## config.mk

```make
export PLATFORM = sky130hd
export DESIGN_NAME = fsl_top
export DESIGN_NICKNAME = d
export VERILOG_FILES = /design/src/inc/fsl_pkg.sv /design/src/hdl/fsl_top.sv
export SDC_FILE = /design/constraint.sdc
export NUM_CORES = 1
export LEC_CHECK = 0
export BUFFER_PORTS_ARGS = -buffer_cell sky130_fd_sc_hd__buf_2
export CORE_ASPECT_RATIO = 1.75
export CORE_MARGIN = 4
export CORE_UTILIZATION = 25
export DETAILED_ROUTE_END_ITERATION = 7
export MAX_ROUTING_LAYER = met4
export PLACE_DENSITY = 0.53
export SYNTH_ARGS = -nofsm -noshare
export SYNTH_HDL_FRONTEND = slang
export SYNTH_SLANG_ARGS = --single-unit
```

## constraint.sdc

```tcl
create_clock -name ref_clk -period 2.3 [get_ports ref_clk]
set_input_delay 0.46 -clock ref_clk [delete_from_list [all_inputs] [get_ports ref_clk]]
set_output_delay 0.46 -clock ref_clk [all_outputs]
set_load 0.03 [all_outputs]
```

## src/inc/fsl_pkg.sv

```systemverilog
// Package for the fault status latch block: offsets, fields and types
package fsl_pkg;

	// Printed offsets are not multiples of four: these are word indexes
	localparam logic [7:0] IDX_CTRL_COMM = 8'h22;
	localparam logic [7:0] IDX_TEST_LOAD = 8'h23;
	localparam logic [7:0] IDX_INT_FAULT = 8'h24;
	// Enable register and interrupt mask, one word each
	localparam logic [7:0] IDX_ENABLE    = 8'h25;
	localparam logic [7:0] IDX_MASK      = 8'h26;
	localparam logic [7:0] IDX_LIVE      = 8'h27;

	// Valid bit masks of the three status registers
	localparam logic [7:0] CTRL_COMM_MASK = 8'h1F;
	localparam logic [7:0] TEST_LOAD_MASK = 8'h0F;
	localparam logic [7:0] INT_FAULT_MASK = 8'hFC;

	// Enable register field positions
	localparam int EN_RT_CRC_BIT   = 0;
	localparam int EN_TSD_BIT      = 1;
	localparam int EN_RAIL_TAG_BIT = 2;
	localparam int EN_SINGLE_BIT   = 3;
	localparam int EN_SELF_TEST_FAULT_C_BIT   = 4;
	localparam int EN_SELF_TEST_FAULT_F_BIT   = 5;

	// Reset values
	localparam logic [7:0] STATUS_RESET = 8'h00;
	localparam logic [7:0] ENABLE_RESET = 8'h3F;
	localparam logic [23:0] MASK_RESET  = 24'hFFFFFF;

	// AXI responses
	localparam logic [1:0] RESP_OKAY   = 2'h0;
	localparam logic [1:0] RESP_SLVERR = 2'h2;

	// Fault and event detector inputs, one-cycle pulses or levels
	typedef struct packed {
		logic checksum_mismatch;   // pulse at a runtime checksum check
		logic interrupt_pin_fault; // level
		logic thermal_shutdown_fault; // level
		logic rail_tag_fault;      // level
		logic packet_check_fault;  // pulse per serial transaction
		logic config_single_corrected; // pulse at config load
		logic config_double_detected;  // pulse at config load
		logic self_test_done;      // pulse at self-test end
		logic self_test_fault;     // pulse at self-test end
		logic startup_crc_fault;   // pulse
		logic regulator_fault;     // pulse or level
		logic reset_out_readback_fault; // level
		logic oscillator_fault;    // pulse or level
		logic addr_pin_short_fault; // pulse or level
		logic addr_pin_open_fault;  // pulse or level
	} fsl_events_t;

endpackage

```

## src/hdl/fsl_top.sv

```systemverilog
// Sticky fault and event status latches with an AXI4-Lite register slave
// Contract
// - Checksum mismatch sets bit 4, sticky, resets.
// - Checksum flag reads zero while disabled.
// - Interrupt pin fault bit 3; clear after removal.
// - Thermal shutdown bit 2, enabled; clear after removal.
// - Rail tag fault bit 1, enabled; clear after removal.
// - Packet check fault bit 0; sets per transaction.
// - Single corrected load error bit 3, enabled.
// - Double load error bit 2, always enabled.
// - Self-test done bit 1, enabled.
// - Self-test fault bit 0, enabled.
// - Startup checksum fault sets internal bit 7.
// - Regulator fault sets internal bit 6.
// - Reset readback mismatch bit 5; clear after removal.
// - Oscillator fault sets internal bit 4.
// - Address pin short bit 3, open bit 2.
//
// Register access over AXI4-Lite was left to the implementer.
module fsl_top
	import fsl_pkg::*;
(
	// Clock and reset
	input  wire logic        ref_clk,
	input  wire logic        rst_n,
	// Detector inputs
	input  wire fsl_events_t events,
	// Interrupt outputs
	output logic             interrupt_out_low,
	output logic             irq,
	// AXI4-Lite write address and data
	input  wire logic [31:0] s_axi_awaddr,
	input  wire logic        s_axi_awvalid,
	output logic             s_axi_awready,
	input  wire logic [31:0] s_axi_wdata,
	input  wire logic [3:0]  s_axi_wstrb,
	input  wire logic        s_axi_wvalid,
	output logic             s_axi_wready,
	// AXI4-Lite write response
	output logic [1:0]       s_axi_bresp,
	output logic             s_axi_bvalid,
	input  wire logic        s_axi_bready,
	// AXI4-Lite read
	input  wire logic [31:0] s_axi_araddr,
	input  wire logic        s_axi_arvalid,
	output logic             s_axi_arready,
	output logic [31:0]      s_axi_rdata,
	output logic [1:0]       s_axi_rresp,
	output logic             s_axi_rvalid,
	input  wire logic        s_axi_rready
);

	// Register map, word index and byte address
	//   0x22 at 0x88  control and communication flags
	//   0x23 at 0x8C  self-test and configuration load flags
	//   0x24 at 0x90  internal fault flags
	//   0x25 at 0x94  flag enables
	//   0x26 at 0x98  interrupt mask, one bit per flag
	//   0x27 at 0x9C  live detector inputs, read only
	//   all other indexes answer with a slave error
	// Address bits above bit 9 are ignored, so the map aliases
	// Control and communication flags
	//   bit 4  runtime checksum mismatch, enabled
	//   bit 3  interrupt pin fault, no enable
	//   bit 2  thermal shutdown, enabled
	//   bit 1  rail tag pin fault, enabled
	//   bit 0  packet check fault, no enable
	// Self-test and configuration load flags
	//   bit 3  single error corrected, enabled
	//   bit 2  double error detected, no enable
	//   bit 1  self-test done, enabled
	//   bit 0  self-test fault, enabled
	// Internal fault flags, none has an enable
	//   bit 7  startup checksum fault
	//   bit 6  regulator fault
	//   bit 5  reset output readback mismatch
	//   bit 4  oscillator fault
	//   bit 3  address pin short
	//   bit 2  address pin open
	// Enable bits
	//   bit 0 checksum, 1 thermal, 2 rail tag,
	//   bit 3 single error, 4 self-test done, 5 self-test fault
	// Mask bytes: 7:0 control, 15:8 self-test, 23:16 internal
	// A flag set by its event at one edge is readable the next;
	// a set and a clear in the same cycle leave the flag set
	// Only byte lane 0 reaches the flags and the enables
	// Stored checksum flag survives while its enable is off
	// Reserved bits read zero; writes to them are dropped

	// Word index of a byte address
	function automatic logic [7:0] word_index(input logic [31:0] addr);
		word_index = addr[9:2];
	endfunction

	// Next value of a write-one-to-clear byte; a set in the same cycle
	// as a clear wins, held bits ignore the clear, reserved bits stay 0
	function automatic logic [7:0] w1c_next(
		input logic [7:0] cur,
		input logic [7:0] set,
		input logic [7:0] clr,
		input logic [7:0] hold,
		input logic [7:0] valid
	);
		w1c_next = (set | (cur & ~(clr & ~hold))) & valid;
	endfunction

	// Status, enable and mask storage
	logic [7:0]  ctrl_reg;
	logic [7:0]  test_reg;
	logic [7:0]  fault_reg;
	logic [7:0]  enable_reg;
	logic [23:0] mask_reg;
	logic [7:0]  ctrl_next;
	logic [7:0]  test_next;
	logic [7:0]  fault_next;

	// Write channel capture, write and read response state
	logic        aw_held_reg;
	logic [7:0]  aw_idx_reg;
	logic        w_held_reg;
	logic [31:0] w_data_reg;
	logic [3:0]  w_strb_reg;
	logic        bvalid_reg;
	logic [1:0]  bresp_reg;
	logic        rvalid_reg;
	logic [31:0] rdata_reg;
	logic [1:0]  rresp_reg;

	// Handshake terms
	wire aw_take = s_axi_awvalid && !aw_held_reg && !bvalid_reg;
	wire w_take  = s_axi_wvalid && !w_held_reg && !bvalid_reg;
	wire wr_go   = aw_held_reg && w_held_reg && !bvalid_reg;
	wire ar_take = s_axi_arvalid && !rvalid_reg;
	assign s_axi_awready = !aw_held_reg && !bvalid_reg;
	assign s_axi_wready  = !w_held_reg && !bvalid_reg;
	assign s_axi_arready = !rvalid_reg;
	assign s_axi_bvalid  = bvalid_reg;
	assign s_axi_bresp   = bresp_reg;
	assign s_axi_rvalid  = rvalid_reg;
	assign s_axi_rdata   = rdata_reg;
	assign s_axi_rresp   = rresp_reg;

	// Write decode; only byte lane 0 carries status clears
	wire        lane0    = wr_go && w_strb_reg[0];
	wire [7:0]  wbyte    = w_data_reg[7:0];
	wire        wr_ctrl  = lane0 && (aw_idx_reg == IDX_CTRL_COMM);
	wire        wr_test  = lane0 && (aw_idx_reg == IDX_TEST_LOAD);
	wire        wr_fault = lane0 && (aw_idx_reg == IDX_INT_FAULT);
	wire        wr_en    = lane0 && (aw_idx_reg == IDX_ENABLE);
	wire        wr_mask  = wr_go && (aw_idx_reg == IDX_MASK);
	wire        wr_known = (aw_idx_reg >= IDX_CTRL_COMM)
		&& (aw_idx_reg <= IDX_LIVE);

	wire [7:0] clr_ctrl  = wr_ctrl ? (wbyte & CTRL_COMM_MASK) : 8'h00;
	wire [7:0] clr_test  = wr_test ? (wbyte & TEST_LOAD_MASK) : 8'h00;
	wire [7:0] clr_fault = wr_fault ? (wbyte & INT_FAULT_MASK) : 8'h00;

	// Condition inputs that block a clear while high
	// Clear blocked while pin fault stays
	wire hold_int_pin  = events.interrupt_pin_fault;
	wire hold_thermal  = events.thermal_shutdown_fault;
	// Clear blocked while rail tag fault stays
	wire hold_rail_tag = events.rail_tag_fault;
	wire hold_readback = events.reset_out_readback_fault;
	wire [7:0] hold_ctrl  = {4'h0, hold_int_pin, hold_thermal,
		hold_rail_tag, 1'b0};
	wire [7:0] hold_fault = {2'h0, hold_readback, 5'h00};

	// Enable bits by name
	wire en_rt_crc   = enable_reg[EN_RT_CRC_BIT];
	wire en_thermal  = enable_reg[EN_TSD_BIT];
	wire en_rail_tag = enable_reg[EN_RAIL_TAG_BIT];
	wire en_single   = enable_reg[EN_SINGLE_BIT];
	wire en_st_done  = enable_reg[EN_SELF_TEST_FAULT_C_BIT];
	wire en_st_fault = enable_reg[EN_SELF_TEST_FAULT_F_BIT];

	// Control and communication set terms
	// Mismatch sets checksum flag
	wire set_crc      = events.checksum_mismatch && en_rt_crc;
	wire set_int_pin  = events.interrupt_pin_fault;
	wire set_thermal  = events.thermal_shutdown_fault && en_thermal;
	wire set_rail_tag = events.rail_tag_fault && en_rail_tag;
	wire set_packet   = events.packet_check_fault;

	// Self-test and load set terms
	// Single corrected error, enabled
	wire set_single   = events.config_single_corrected && en_single;
	wire set_double   = events.config_double_detected;
	wire set_st_done  = events.self_test_done && en_st_done;
	wire set_st_fault = events.self_test_fault && en_st_fault;

	// Internal fault set terms; none has an enable
	// Startup checksum fault
	wire set_startup    = events.startup_crc_fault;
	wire set_regulator  = events.regulator_fault;
	wire set_readback   = events.reset_out_readback_fault;
	wire set_osc        = events.oscillator_fault;
	wire set_addr_short = events.addr_pin_short_fault;
	wire set_addr_open  = events.addr_pin_open_fault;

	// Set vectors in register bit order
	wire [7:0] set_ctrl  = {3'h0, set_crc, set_int_pin, set_thermal,
		set_rail_tag, set_packet};
	wire [7:0] set_test  = {4'h0, set_single, set_double, set_st_done,
		set_st_fault};
	wire [7:0] set_fault = {set_startup, set_regulator, set_readback,
		set_osc, set_addr_short, set_addr_open, 2'h0};

	// Next status through the shared clear rule
	assign ctrl_next  = w1c_next(ctrl_reg, set_ctrl, clr_ctrl, hold_ctrl,
		CTRL_COMM_MASK);
	assign test_next  = w1c_next(test_reg, set_test, clr_test, 8'h00,
		TEST_LOAD_MASK);
	assign fault_next = w1c_next(fault_reg, set_fault, clr_fault,
		hold_fault, INT_FAULT_MASK);

	// Visible checksum flag is zero while disabled
	wire [7:0] ctrl_view = enable_reg[EN_RT_CRC_BIT] ? ctrl_reg
		: (ctrl_reg & ~8'h10);

	// Any unmasked visible flag asserts interrupt
	wire [7:0] pend_ctrl  = ctrl_view & mask_reg[7:0];
	wire [7:0] pend_test  = test_reg & mask_reg[15:8];
	wire [7:0] pend_fault = fault_reg & mask_reg[23:16];
	assign irq = |{pend_fault, pend_test, pend_ctrl};
	assign interrupt_out_low = ~irq;

	// Read decode
	wire [7:0] ar_idx = word_index(s_axi_araddr);
	wire [31:0] live_word = {17'h0, events[14:0]};
	// Read words, status and enable in the low byte
	wire [31:0] rd_ctrl   = {24'h0, ctrl_view};
	wire [31:0] rd_test   = {24'h0, test_reg};
	wire [31:0] rd_fault  = {24'h0, fault_reg};
	wire [31:0] rd_enable = {24'h0, enable_reg};
	wire [31:0] rd_mask   = {8'h0, mask_reg};
	wire        rd_known = (ar_idx >= IDX_CTRL_COMM) && (ar_idx <= IDX_LIVE);
	logic [31:0] rd_mux;
	always_comb
	begin
		case (ar_idx)
			IDX_CTRL_COMM: rd_mux = rd_ctrl;
			IDX_TEST_LOAD: rd_mux = rd_test;
			IDX_INT_FAULT: rd_mux = rd_fault;
			IDX_ENABLE:    rd_mux = rd_enable;
			IDX_MASK:      rd_mux = rd_mask;
			IDX_LIVE:      rd_mux = live_word;
			default:       rd_mux = 32'h0;
		endcase
	end

	// Status latches
	always_ff @(posedge ref_clk)
	begin
		if (!rst_n)
		begin
			ctrl_reg  <= STATUS_RESET;
			test_reg  <= STATUS_RESET;
			fault_reg <= STATUS_RESET;
		end
		else
		begin
			ctrl_reg  <= ctrl_next;
			test_reg  <= test_next;
			fault_reg <= fault_next;
		end
	end

	// Enable register, byte lane 0 only
	always_ff @(posedge ref_clk)
	begin
		if (!rst_n)
			enable_reg <= ENABLE_RESET;
		else if (wr_en)
			enable_reg <= wbyte & 8'h3F;
	end

	// Interrupt mask, per byte lane
	always_ff @(posedge ref_clk)
	begin
		if (!rst_n)
			mask_reg <= MASK_RESET;
		else if (wr_mask)
		begin
			if (w_strb_reg[0]) mask_reg[7:0]   <= w_data_reg[7:0];
			if (w_strb_reg[1]) mask_reg[15:8]  <= w_data_reg[15:8];
			if (w_strb_reg[2]) mask_reg[23:16] <= w_data_reg[23:16];
		end
	end

	// Write address capture; released once the write executes
	always_ff @(posedge ref_clk)
	begin
		if (!rst_n)
		begin
			aw_held_reg <= 1'b0;
			aw_idx_reg  <= 8'h00;
		end
		else if (aw_take)
		begin
			aw_held_reg <= 1'b1;
			aw_idx_reg  <= word_index(s_axi_awaddr);
		end
		else if (wr_go)
			aw_held_reg <= 1'b0;
	end

	// Write data capture; released once the write executes
	always_ff @(posedge ref_clk)
	begin
		if (!rst_n)
		begin
			w_held_reg <= 1'b0;
			w_data_reg <= 32'h0;
			w_strb_reg <= 4'h0;
		end
		else if (w_take)
		begin
			w_held_reg <= 1'b1;
			w_data_reg <= s_axi_wdata;
			w_strb_reg <= s_axi_wstrb;
		end
		else if (wr_go)
			w_held_reg <= 1'b0;
	end

	// Write response; stands until the master accepts it
	always_ff @(posedge ref_clk)
	begin
		if (!rst_n)
		begin
			bvalid_reg <= 1'b0;
			bresp_reg  <= RESP_OKAY;
		end
		else if (wr_go)
		begin
			bvalid_reg <= 1'b1;
			bresp_reg  <= wr_known ? RESP_OKAY : RESP_SLVERR;
		end
		else if (bvalid_reg && s_axi_bready)
			bvalid_reg <= 1'b0;
	end

	// Read response
	always_ff @(posedge ref_clk)
	begin
		if (!rst_n)
		begin
			rvalid_reg <= 1'b0;
			rdata_reg  <= 32'h0;
			rresp_reg  <= RESP_OKAY;
		end
		else if (ar_take)
		begin
			rvalid_reg <= 1'b1;
			rdata_reg  <= rd_mux;
			rresp_reg  <= rd_known ? RESP_OKAY : RESP_SLVERR;
		end
		else if (rvalid_reg && s_axi_rready)
			rvalid_reg <= 1'b0;
	end

endmodule

```

# Yosys cells after proc, flatten, opt, wreduce, memory -nomap -nowiden
# Cells that the tools add are included.
# Widths: inputs -> output; s select.
op_classes:
  magnitude_cmp: 4
  n_eq_ne: 11
  n_mux: 14
  n_bitwise: 17
  n_reduce_logical: 37
op_table:
  columns: ["op", "count"]
  rows:
  - ["$pmux 24 s6", 1]
  - ["$eq 8x6->1 const B", 11]
  - ["$logic_and 1x1->1", 25]
  - ["$and 8x8->8", 3]
  - ["$reduce_or 24->1", 1]
  - ["$ge 8x6->1 const B", 2]
  - ["$le 8x6->1 const B", 2]
  - ["$and 5x5->5", 2]
  - ["$mux 5", 2]
  - ["$and 4x8->8", 1]
  - ["$and 5x8->8", 1]
  - ["$mux 8", 1]
  - ["$not 6->8", 1]
  - ["$not 8->8", 1]
  - ["$or 8x8->8", 1]
  - ["$reduce_bool 2->1", 4]
  - ["$mux 1", 7]
  - ["$reduce_and 2->1", 3]
  - ["$not 4->5", 1]
  - ["$not 5->5", 1]
  - ["$or 5x5->5", 1]
  - ["$and 4x4->4", 1]
  - ["$logic_not 1->1", 4]
  - ["$mux 2", 2]
  - ["4 further kinds", 4]
totals:
  register_bits: 122
  input_bits: 122
  out_inout_bits: 43
  elab_cells: 101

# Depth between registers and ports, before layout
# Gate-level depths: netlist of run 1.
depth:
  depth_word: 9
  mapped_depth: 6
  depth_no_buf: 4

# Least setup slack after synthesis of run 1
# Ideal clock, no wire load.
synth_timing:
  kind: "reg-to-output"
  start: "register test_reg[2]"
  end: "output port interrupt_out_low"
  t_arrival_ps: 1469
  required_ps: 1840
  setup_slack_ps: 371
  path_stages_with_launch: 4
  n_path_buf: 0
  path_cell_list: "dfxtp_1 a22o_1 or4_1 inv_1"
synth_via:
  elab_chain_len: 3
synth_lines:
  columns: ["element", "line", "rtl"]
  rows:
  - ["from (decl)", "fsl_top.sv:109", "logic [7:0] test_reg;"]
  - ["from (signal assigned)", "fsl_top.sv:264", "test_reg <= test_next;"]
  - ["$and 4x8->8", "fsl_top.sv:223", "wire [7:0] pend_test = test_reg & mask_reg[15:8];"]
  - ["$reduce_or 24->1", "fsl_top.sv:225", "assign irq = |{pend_fault, pend_test, pend_ctrl};"]
  - ["named net irq", "fsl_top.sv:30", "output logic irq,"]
  - ["$not 1->1", "fsl_top.sv:226", "assign interrupt_out_low = ~irq;"]
  - ["to (decl)", "fsl_top.sv:29", "output logic interrupt_out_low,"]
# The timed path passes the listed nets, and every way through them passes these cells.

# Final worst setup path of run 1
layout_timing:
  start: "register mask_reg[11]"
  end: "output port interrupt_out_low"
layout_via:
  elab_chain_len: 3
layout_lines:
  columns: ["element", "line", "rtl"]
  rows:
  - ["from (decl)", "fsl_top.sv:112", "logic [23:0] mask_reg;"]
  - ["from (signal assigned)", "fsl_top.sv:286", "if (w_strb_reg[1]) mask_reg[15:8] <= w_data_reg[15:8];"]
  - ["$and 4x8->8", "fsl_top.sv:223", null]
  - ["$reduce_or 24->1", "fsl_top.sv:225", null]
  - ["$not 1->1", "fsl_top.sv:226", null]
# No other way between the ends.

==> results.cfg, run 1 <==
[logic_synthesis]
async_flop_share_pct = 0
primary_flip_flop_cell_chosen_by_synthesis_mapping = dfxtp_1
syn_inst = 552
count_of_distinct_cell_types_in_the_synthesized_netlist = 46
synth_edf_count = 0
part_of_the_yosys_area_used_for_sequential_elements_pct = 46.59
synth_top_area_cell = dfxtp_1
synth_area_leaders = dfxtp_1, nand2_1, a21oi_1, nand3_1, nand4b_1
synth.most_common_cell = dfxtp_1
syn_area_um2 = 4727
synth.avg_cell_area_um2 = 8.563
synth_seq_cells = 110
synth_top_cells_by_count = dfxtp_1, nand2_1, a21oi_1
yosysWarningCount = 0
synthDominantCellAreaShare_pct = 46.59

[timing]
report.final.slew_viol_count = 0
finalHoldWorstSlack_ps = 341.2
period_share_pct = 95.15
final_worst_clock_skew_ps = 10.60
count_of_endpoints_failing_setup_in_the_final_report = 0
worst-slew-pin-transition_ps = 765.1
fin_tns_setup_ps = 0
maximum_clock_frequency_mhz = 456.9
unrepaired_setup_endpoints_after_global_routing = false
worst_slew_margin_relative_to_its_limit_pct = 48.81
hold_viol = 0
tmin_final_ps = 2189

[die]
dieHeight_um = 189.9
dieArea_um2 = 21260
core_area_um2 = 18580
initial_core_util_pct = 25.44
die-width_um = 111.9
row_count = 66
ios = 165

[placed_design]
dpl_cell_area_um2 = 5454
dpl.hpwl_um = 11390
io_buffers = 97
gp_congestion = 0.9378

[clocking]
cts.repair_timing.setup_buffer_count = 0
cts_hold_buffers = 0
cts_max_path_buffers = 2
cts_made_buffers = 9
htree_levels = 3
post_cts_resize_count = 0
clk_root_buffer_cell = clkbuf_16
clk_latency_ps = 360
clock_sinks = 110
cts_tree = done
clk_pin_slew_ps = 70

[grt]
first_global_vias = 4153
globalRouteOverflowTotal = 0
antenna_found_initial = 0
grt_first_pass_wirelength_um = 23030
grt_start_max_net_pins = 39
grt.total_usage_pct = 14.28

[finish]
regArea_um2 = 2202
num-fill-cells = 2016
final_layout_size_suffix_gt1_share_pct = 23.09
finish.instance_area_um2 = 5796
multiInputGateArea_um2 = 2247
num_antenna_cells = 0
layout-area-overhead-vs-synth_pct = 22.60
finalCoreUtilization_pct = 31.19
design.final.nets = 758

[setup_path]
path_delay_family = simple AND/OR/NAND/NOR gates
critical_path.endpoint_type = output pin
required_ps = 1840
logic_depth_of_the_worst_setup_path_including_buffers = 5
timing.reg2reg.worst_path_depth = 4
cpPeakStageDelay_ps = 440
worstSetupStartpointType = flip-flop
worstPathCellList = a22oi_1, nand4_1, or4_4, inv_1, buf_2
crit_buf_inv = 2
critical-path-slowest-cell = or4_4
worst-path-max-fanout = 3
critPathArrivalTime_ps = 1730
crit_type = flip-flop to output pin

[power]
cellLeakagePower_nw = 2.368
total_power_mw = 4.227
pwr_density_cell_nw_per_um2 = 729.3
irDropWorstVdd_v = 0.0003864

[detailed_routing]
final_antenna_net_count = 0
via_count = 4193
detailedRoute.firstIterationViolations = 235
viasPerCell = 4.770
drt_pass1_iterations = 4
total_routed_length_um = 14730
post_drt_wl_per_cell_um = 16.76
route.detailed.drc = 0

[min_path]
min_path_cells = 3
worst_hold_path_type = primary input to flip-flop

[outcome]
outcome = completed

[flow_run]
maxCapViolCount = 0
-- tightest hold or removal path, delay by kind of cell --
kind	cells	cell delay, ps
AND/OR/NAND/NOR	1	50
buffers and inverters	1	90
AO/OA/AOI/OAI	1	50
-- worst paths after layout --
check	from	end	slack, ps
worst max-delay path	mask_reg[11]	interrupt_out_low	110
worst min-delay path	s_axi_wdata[1]	w_data_reg[1]	340
worst max register to register	aw_idx_reg[3]	enable_reg[4]	410
worst min register to register	w_data_reg[18]	w_data_reg[18]	450
-- report_power, final --
part | total (mW) | internal [mW] | switching [mW]
sequential | 2.04 | 1.97 | 0.0671
combinational | 0.449 | 0.165 | 0.284
clock | 1.74 | 0.993 | 0.745
total | 4.23 | 3.13 | 1.10
-- cells in the final DEF (no fill, tap or decap), drive strengths merged, types with 3 or more instances in the layout --
cell type  instances
nand3b             3
o31ai             16
nor2b              3
a22oi             18
nor2              30
clkbuf            10
a22o               3
buf              116
nand2             91
and2               4
a31oi             10
a32oi              6
mux4               3
o21ai             21
a32o               3
nor4               4
mux2i             11
nand4b            16
mux2               5
conb              10
a21oi             49
nand2b             5
dfxtp            110
a311oi             6
inv               21
nor3               4
nand3             41
-- kinds of logic (layout without fill, tap and decap cells) --
kind of cell    after synthesis  after routing  synth area share (%)
compound gates              140            140                 19.01
buf+inv                      72            152                 6.776
flops                       110            110                 46.59
mux                          19             19                 4.950
other cells                   1             10               0.07933
simple gates                210            210                 22.60
-- stage by stage --
stage          std cells  worst slack, ps
2_1_floorplan        561            371.4
3_3_place_gp         863            293.3
3_5_place_dp         863            280.6
4_1_cts              879            19.75
5_1_grt              879            16.27
6_report             879            111.5
-- per-layer routing --
| layer | global-route usage, % | wire length, um |
|---|---|---|
| met4 | 8.191 | 697 |
| met1 | 15.34 | 5733 |
| met5 | - | 0 |
| met3 | 2.005 | 552 |
| met2 | 25.00 | 7744 |
-- cell type report --
cell class,instances,area share (%)
clock inverter,6,1.619
timing repair buffer,116,11.05
inverter,20,1.295
multi-input combinational,379,38.77
clock buffer,10,4.123
sequential,110,38.00
tap,238,5.138
No activity file was read; power rests on OpenSTA's default activity.
==> run 2: changes to the inputs <==
==> constraint.sdc (replaced) <==
create_clock -name ref_clk -period 2.71 [get_ports ref_clk]
set_input_delay 0.542 -clock ref_clk [delete_from_list [all_inputs] [get_ports ref_clk]]
set_output_delay 0.542 -clock ref_clk [all_outputs]
set_load 0.03 [all_outputs]
==> run 2 against run 1 <==
Net effect:
- wire length down 1.4%
- clock power down 22%
- sequential share of layout area grew 0.78 points
- largest cell class unchanged
- sequential power decreased by 15%
- power decreased by 18%
==> results.cfg, run 2 (synthesized netlist as in run 1, its figures left out) <==
[timing]
hold_viol = 0
worst_slew_margin_relative_to_its_limit_pct = 49.01
tmin_final_ps = 2341
final_worst_clock_skew_ps = 10.92
unrepaired_setup_endpoints_after_global_routing = false
maximum_clock_frequency_mhz = 427.1
count_of_endpoints_failing_setup_in_the_final_report = 0
period_share_pct = 86.39
report.final.slew_viol_count = 0
fin_tns_setup_ps = 0
worst-slew-pin-transition_ps = 762.0

[clocking]
clock_sinks = 110
clk_root_buffer_cell = clkbuf_16
clk_pin_slew_ps = 70
cts_hold_buffers = 0
cts_made_buffers = 9
cts_tree = done
post_cts_resize_count = 0
cts.repair_timing.setup_buffer_count = 0
clk_latency_ps = 350
htree_levels = 3
cts_max_path_buffers = 2

[finish]
design.final.nets = 749
finalCoreUtilization_pct = 30.57
layout.cells.most_common = dfxtp_1
top_library_cells_by_usage_in_the_layout_fill_and_taps_aside = dfxtp_1, buf_2, nand2_1, a21oi_1, nand3_1
layout-area-overhead-vs-synth_pct = 20.14
multiInputGateArea_um2 = 2238
regArea_um2 = 2202
finished_layout_cells = 870
num_antenna_cells = 0
final_layout_size_suffix_gt1_share_pct = 21.68
num-fill-cells = 2013

[grt]
grt_start_max_net_pins = 69
antenna_found_initial = 0
grt.total_usage_pct = 13.96
grt_first_pass_wirelength_um = 22760
globalRouteOverflowTotal = 0
first_global_vias = 4113

[power]
irDropWorstVdd_v = 0.0002784
pwr_density_cell_nw_per_um2 = 608.5
swShare_pct = 26.70
cellLeakagePower_nw = 2.301
power_switching_uw = 922.7
cellInternalPower_mw = 2.533
logic_gate_share_of_total_power_pct = 10.5
power.share.sequential_pct = 50.2
clockPowerShare_pct = 39.3

[setup_path]
worstReg2RegStart = aw_idx_reg[3]
worstSetupStartpoint = test_reg[0]
critPathArrivalTime_ps = 1800
path_delay_family = simple AND/OR/NAND/NOR gates
critical-path-slowest-cell = or4_1
crit_type = flip-flop to output pin
worstSetupStartpointType = flip-flop
critical_path.endpoint_type = output pin
cpPeakStageDelay_ps = 520
worst-path-max-fanout = 3
worstPathCellList = a22oi_1, nand2_1, or4_1, inv_1, buf_2
crit_buf_inv = 2
setup.reg_to_reg.worst_slack_ps = 800
required_ps = 2170

[detailed_routing]
total_routed_length_um = 14530
via_count = 4165
detailedRoute.firstIterationViolations = 217
final_antenna_net_count = 0
drt_pass1_iterations = 4
route.detailed.drc = 0
viasPerCell = 4.787
post_drt_wl_per_cell_um = 16.70

[placed_design]
io_buffers = 97
dpl.hpwl_um = 11130
dpl.cell_count = 854
gp_congestion = 0.8960

[die]
ios = 165
core_area_um2 = 18580
initial_core_util_pct = 25.44
die-width_um = 111.9
row_count = 66
dieArea_um2 = 21260
dieHeight_um = 189.9

[min_path]
hp-start = s_axi_wstrb[0]
worst_hold_path_type = primary input to flip-flop

[flow_run]
maxCapViolCount = 0

[outcome]
outcome = completed
-- run 2: changes by cell type in the layout (fill, tap and decap cells not counted) --
cell	delta
a22oi_2	-1
buf_12	-1
bufinv_16	-1
or4_1	+1
clkbuf_8	-1
inv_6	+1
clkinvlp_4	+1
or4_4	-1
buf_4	-8
a22oi_1	+1
-- run 2: area by class of cell --
cell class | instances | share of cell area [%]
sequential | 110 | 38.78
tap | 238 | 5.243
multi-input combinational | 379 | 39.41
clock buffer | 9 | 3.966
timing repair buffer | 107 | 9.870
clock inverter | 7 | 1.410
inverter | 20 | 1.322
-- run 2: metal layers --
metal  wire length (um)  part of all wire [%]  up-vias  track usage (%)
li1                   -                     -     2109                -
met1               5711                    39     1952            14.84
met2               7971                    55       92            26.11
met3                511                   3.5       12            1.719
met4                333                   2.3        0            5.368
met5                  0                     0        -                -
-- run 2: per-stage QoR --
step / hold slack, ps / power (mW) / worst slack (ps) / cell area [um^2]
2_1_floorplan: 430.5 / 2.007 / 699.4 / 4761
6_report: 425.9 / 3.456 / 368.7 / 5679
3_5_place_dp: 445.8 / 2.143 / 524.3 / 5374
3_3_place_gp: 444.5 / 2.141 / 518.8 / 5374
5_1_grt: 428.4 / 3.602 / 232.8 / 5679
4_1_cts: 415.7 / 3.508 / 372.9 / 5679
-- run 2: path summary, 6_finish.rpt --
check / to / cells after the start
max: interrupt_out_low / 5
min: w_strb_reg[0] / 3
max reg2reg: enable_reg[1] / 4
min reg2reg: w_data_reg[18] / 2
-- run 2: worst min-delay path, cell delays in order --
cell     delay, ps
buf_2           90
nand2_1         40
a21oi_1         50
-- run 2: power groups by stage --
| stage | Clock, mW | Combinational (mW) | Sequential [mW] |
|---|---|---|---|
| floorplan | 0 | 0.254 | 1.75 |
| global placement | 0 | 0.368 | 1.77 |
| detailed placement | 0 | 0.369 | 1.77 |
| CTS | 1.40 | 0.370 | 1.74 |
| global route | 1.45 | 0.409 | 1.74 |
| finish | 1.36 | 0.363 | 1.74 |
==> run 3: changes to the inputs <==
--- a/config.mk
+++ b/config.mk
@@ -11,7 +11,7 @@
 export CORE_UTILIZATION = 25
 export DETAILED_ROUTE_END_ITERATION = 7
 export MAX_ROUTING_LAYER = met4
-export PLACE_DENSITY = 0.53
+export PLACE_DENSITY = 0.47
 export SYNTH_ARGS = -nofsm -noshare
 export SYNTH_HDL_FRONTEND = slang
 export SYNTH_SLANG_ARGS = --single-unit
==> run 3 against run 2 <==
Net effect:
- via count is 1.0% higher
- sequential cell count stayed put
- first-iteration DRC count is 22% lower
- sequential share of layout area is 0.060 points higher
- count of clock-buffer cells in the layout stayed put
- die area stayed put
- worst setup slack worse by 13 ps
- clock power hardly changed
- combinational power hardly changed
- critical path depth stayed put
- global-route usage is 0.38 points higher
- register-to-register slack worse by 20 ps
- critical endpoint unchanged
==> results.cfg, run 3 (synthesized netlist as in run 1, its figures left out) <==
[outcome]
outcome = completed

[clocking]
post_cts_resize_count = 0
cts_made_buffers = 9
cts_hold_buffers = 0
clock_sinks = 110
cts_tree = done
clk_pin_slew_ps = 70
cts_max_path_buffers = 2
htree_levels = 3
clk_root_buffer_cell = clkbuf_16
cts.repair_timing.setup_buffer_count = 0
clk_latency_ps = 360

[timing]
fin_tns_setup_ps = 0
tmin_final_ps = 2355
hold_viol = 0
final_worst_clock_skew_ps = 12.65
maximum_clock_frequency_mhz = 424.7
count_of_endpoints_failing_setup_in_the_final_report = 0
period_share_pct = 86.89
report.final.slew_viol_count = 0
worst-slew-pin-transition_ps = 799.4
unrepaired_setup_endpoints_after_global_routing = false
worst_slew_margin_relative_to_its_limit_pct = 46.51

[placed_design]
dpl.hpwl_um = 11270
io_buffers = 97
gp_congestion = 0.8372
dpl_cell_area_um2 = 5374

[setup_path]
critical_path.endpoint_type = output pin
worst-path-max-fanout = 3
worstSetupStartpoint = mask_reg[11]
worstReg2RegStart = aw_idx_reg[3]
cpPeakStageDelay_ps = 470
worstSetupStartpointType = flip-flop
timing.critical_path.to = interrupt_out_low
required_ps = 2170
timing.rr.end = enable_reg[5]
critPathArrivalTime_ps = 1810
setup.reg_to_reg.worst_slack_ps = 780
worstPathCellList = a22oi_1, nand4_1, or4_1, inv_1, buf_2
critical-path-slowest-cell = or4_1
crit_type = flip-flop to output pin
timing.reg2reg.worst_path_depth = 4

[finish]
layout.cells.most_common = dfxtp_1
num-fill-cells = 1991
final_layout_size_suffix_gt1_share_pct = 21.39
num_antenna_cells = 0
design.final.nets = 749
finish.instance_area_um2 = 5670
top_library_cells_by_usage_in_the_layout_fill_and_taps_aside = dfxtp_1, buf_2, nand2_1, a21oi_1, nand3_1
layout-area-overhead-vs-synth_pct = 19.96

[die]
dieArea_um2 = 21260
ios = 165
dieHeight_um = 189.9
die-width_um = 111.9
row_count = 66
core_area_um2 = 18580
initial_core_util_pct = 25.44

[detailed_routing]
post_drt_wl_per_cell_um = 16.82
total_routed_length_um = 14620
final_antenna_net_count = 0
viasPerCell = 4.842
via_count = 4208
drt_pass1_iterations = 4
route.detailed.drc = 0
detailedRoute.firstIterationViolations = 169

[power]
total_power_mw = 3.447
irDropWorstVdd_v = 0.0002607
pwr_density_cell_nw_per_um2 = 607.8
cellLeakagePower_nw = 2.294

[grt]
grt.total_usage_pct = 14.34
antenna_found_initial = 0
first_global_vias = 4339
grt_start_max_net_pins = 69
globalRouteOverflowTotal = 0
grt_first_pass_wirelength_um = 23250

[min_path]
worst_hold_path_type = primary input to flip-flop

[flow_run]
maxCapViolCount = 0
## run 3: cell types whose count changed in the layout (fill, tap and decap cells not counted)
cell,previous run,this run
clkinv_1,0,1
clkinv_4,2,1
inv_2,1,0
## run 3: worst max-delay path, delay by kind of cell, from the launching register on
family | cells | cell delay [ps]
AO/OA/AOI/OAI | 1 | 250
buffers and inverters | 2 | 260
flip-flops | 1 | 370
AND/OR/NAND/NOR | 2 | 580
## run 3: worst min path at each step
stage                      end             from  cells after the start  slack (ps)
3_3_place_gp   s_axi_rdata[14]  s_axi_rdata[14]                      2         440
4_1_cts         w_data_reg[10]  s_axi_wdata[10]                      3         410
6_report        w_data_reg[10]  s_axi_wdata[10]                      3         420
2_1_floorplan  s_axi_rdata[12]     mask_reg[12]                      2         430
5_1_grt         w_data_reg[11]  s_axi_wdata[11]                      3         420
3_5_place_dp    w_data_reg[18]   w_data_reg[18]                      2         450
## run 3: stage by stage
step | utilization, % | setup WS [ps] | instances | hold WS (ps)
2_1_floorplan | - | 699.4 | 561 | 430.5
3_3_place_gp | 28.92 | 557.6 | 854 | 444.1
3_5_place_dp | 28.92 | 524.6 | 854 | 447.6
4_1_cts | 30.52 | 334.5 | 869 | 407.9
5_1_grt | 30.52 | 261.0 | 869 | 415.0
6_report | 30.52 | 355.3 | 869 | 420.4
## run 3: cell type report
type	count	area, um^2	share of cell area [%]
inverter	20	75.07	1.324
clock inverter	6	71.32	1.258
clock buffer	9	225.2	3.972
timing repair buffer	107	560.5	9.885
sequential	110	2202	38.83
multi-input combinational	379	2238	39.47
tap	238	297.8	5.252
## run 3: power by group
group	switching [mW]	internal, mW
Sequential	0.0625	1.67
Clock	0.625	0.720
Combinational	0.233	0.132
Total	0.921	2.53
## run 3: per-layer routing
metal	share of wire, %	global-route usage, %	up-vias	wire [um]
met4	2.7	5.923	0	390
met2	54	26.16	99	7874
met1	40	15.22	1978	5809
met5	0	-	-	0
met3	3.7	2.451	18	545
li1	-	-	2113	-
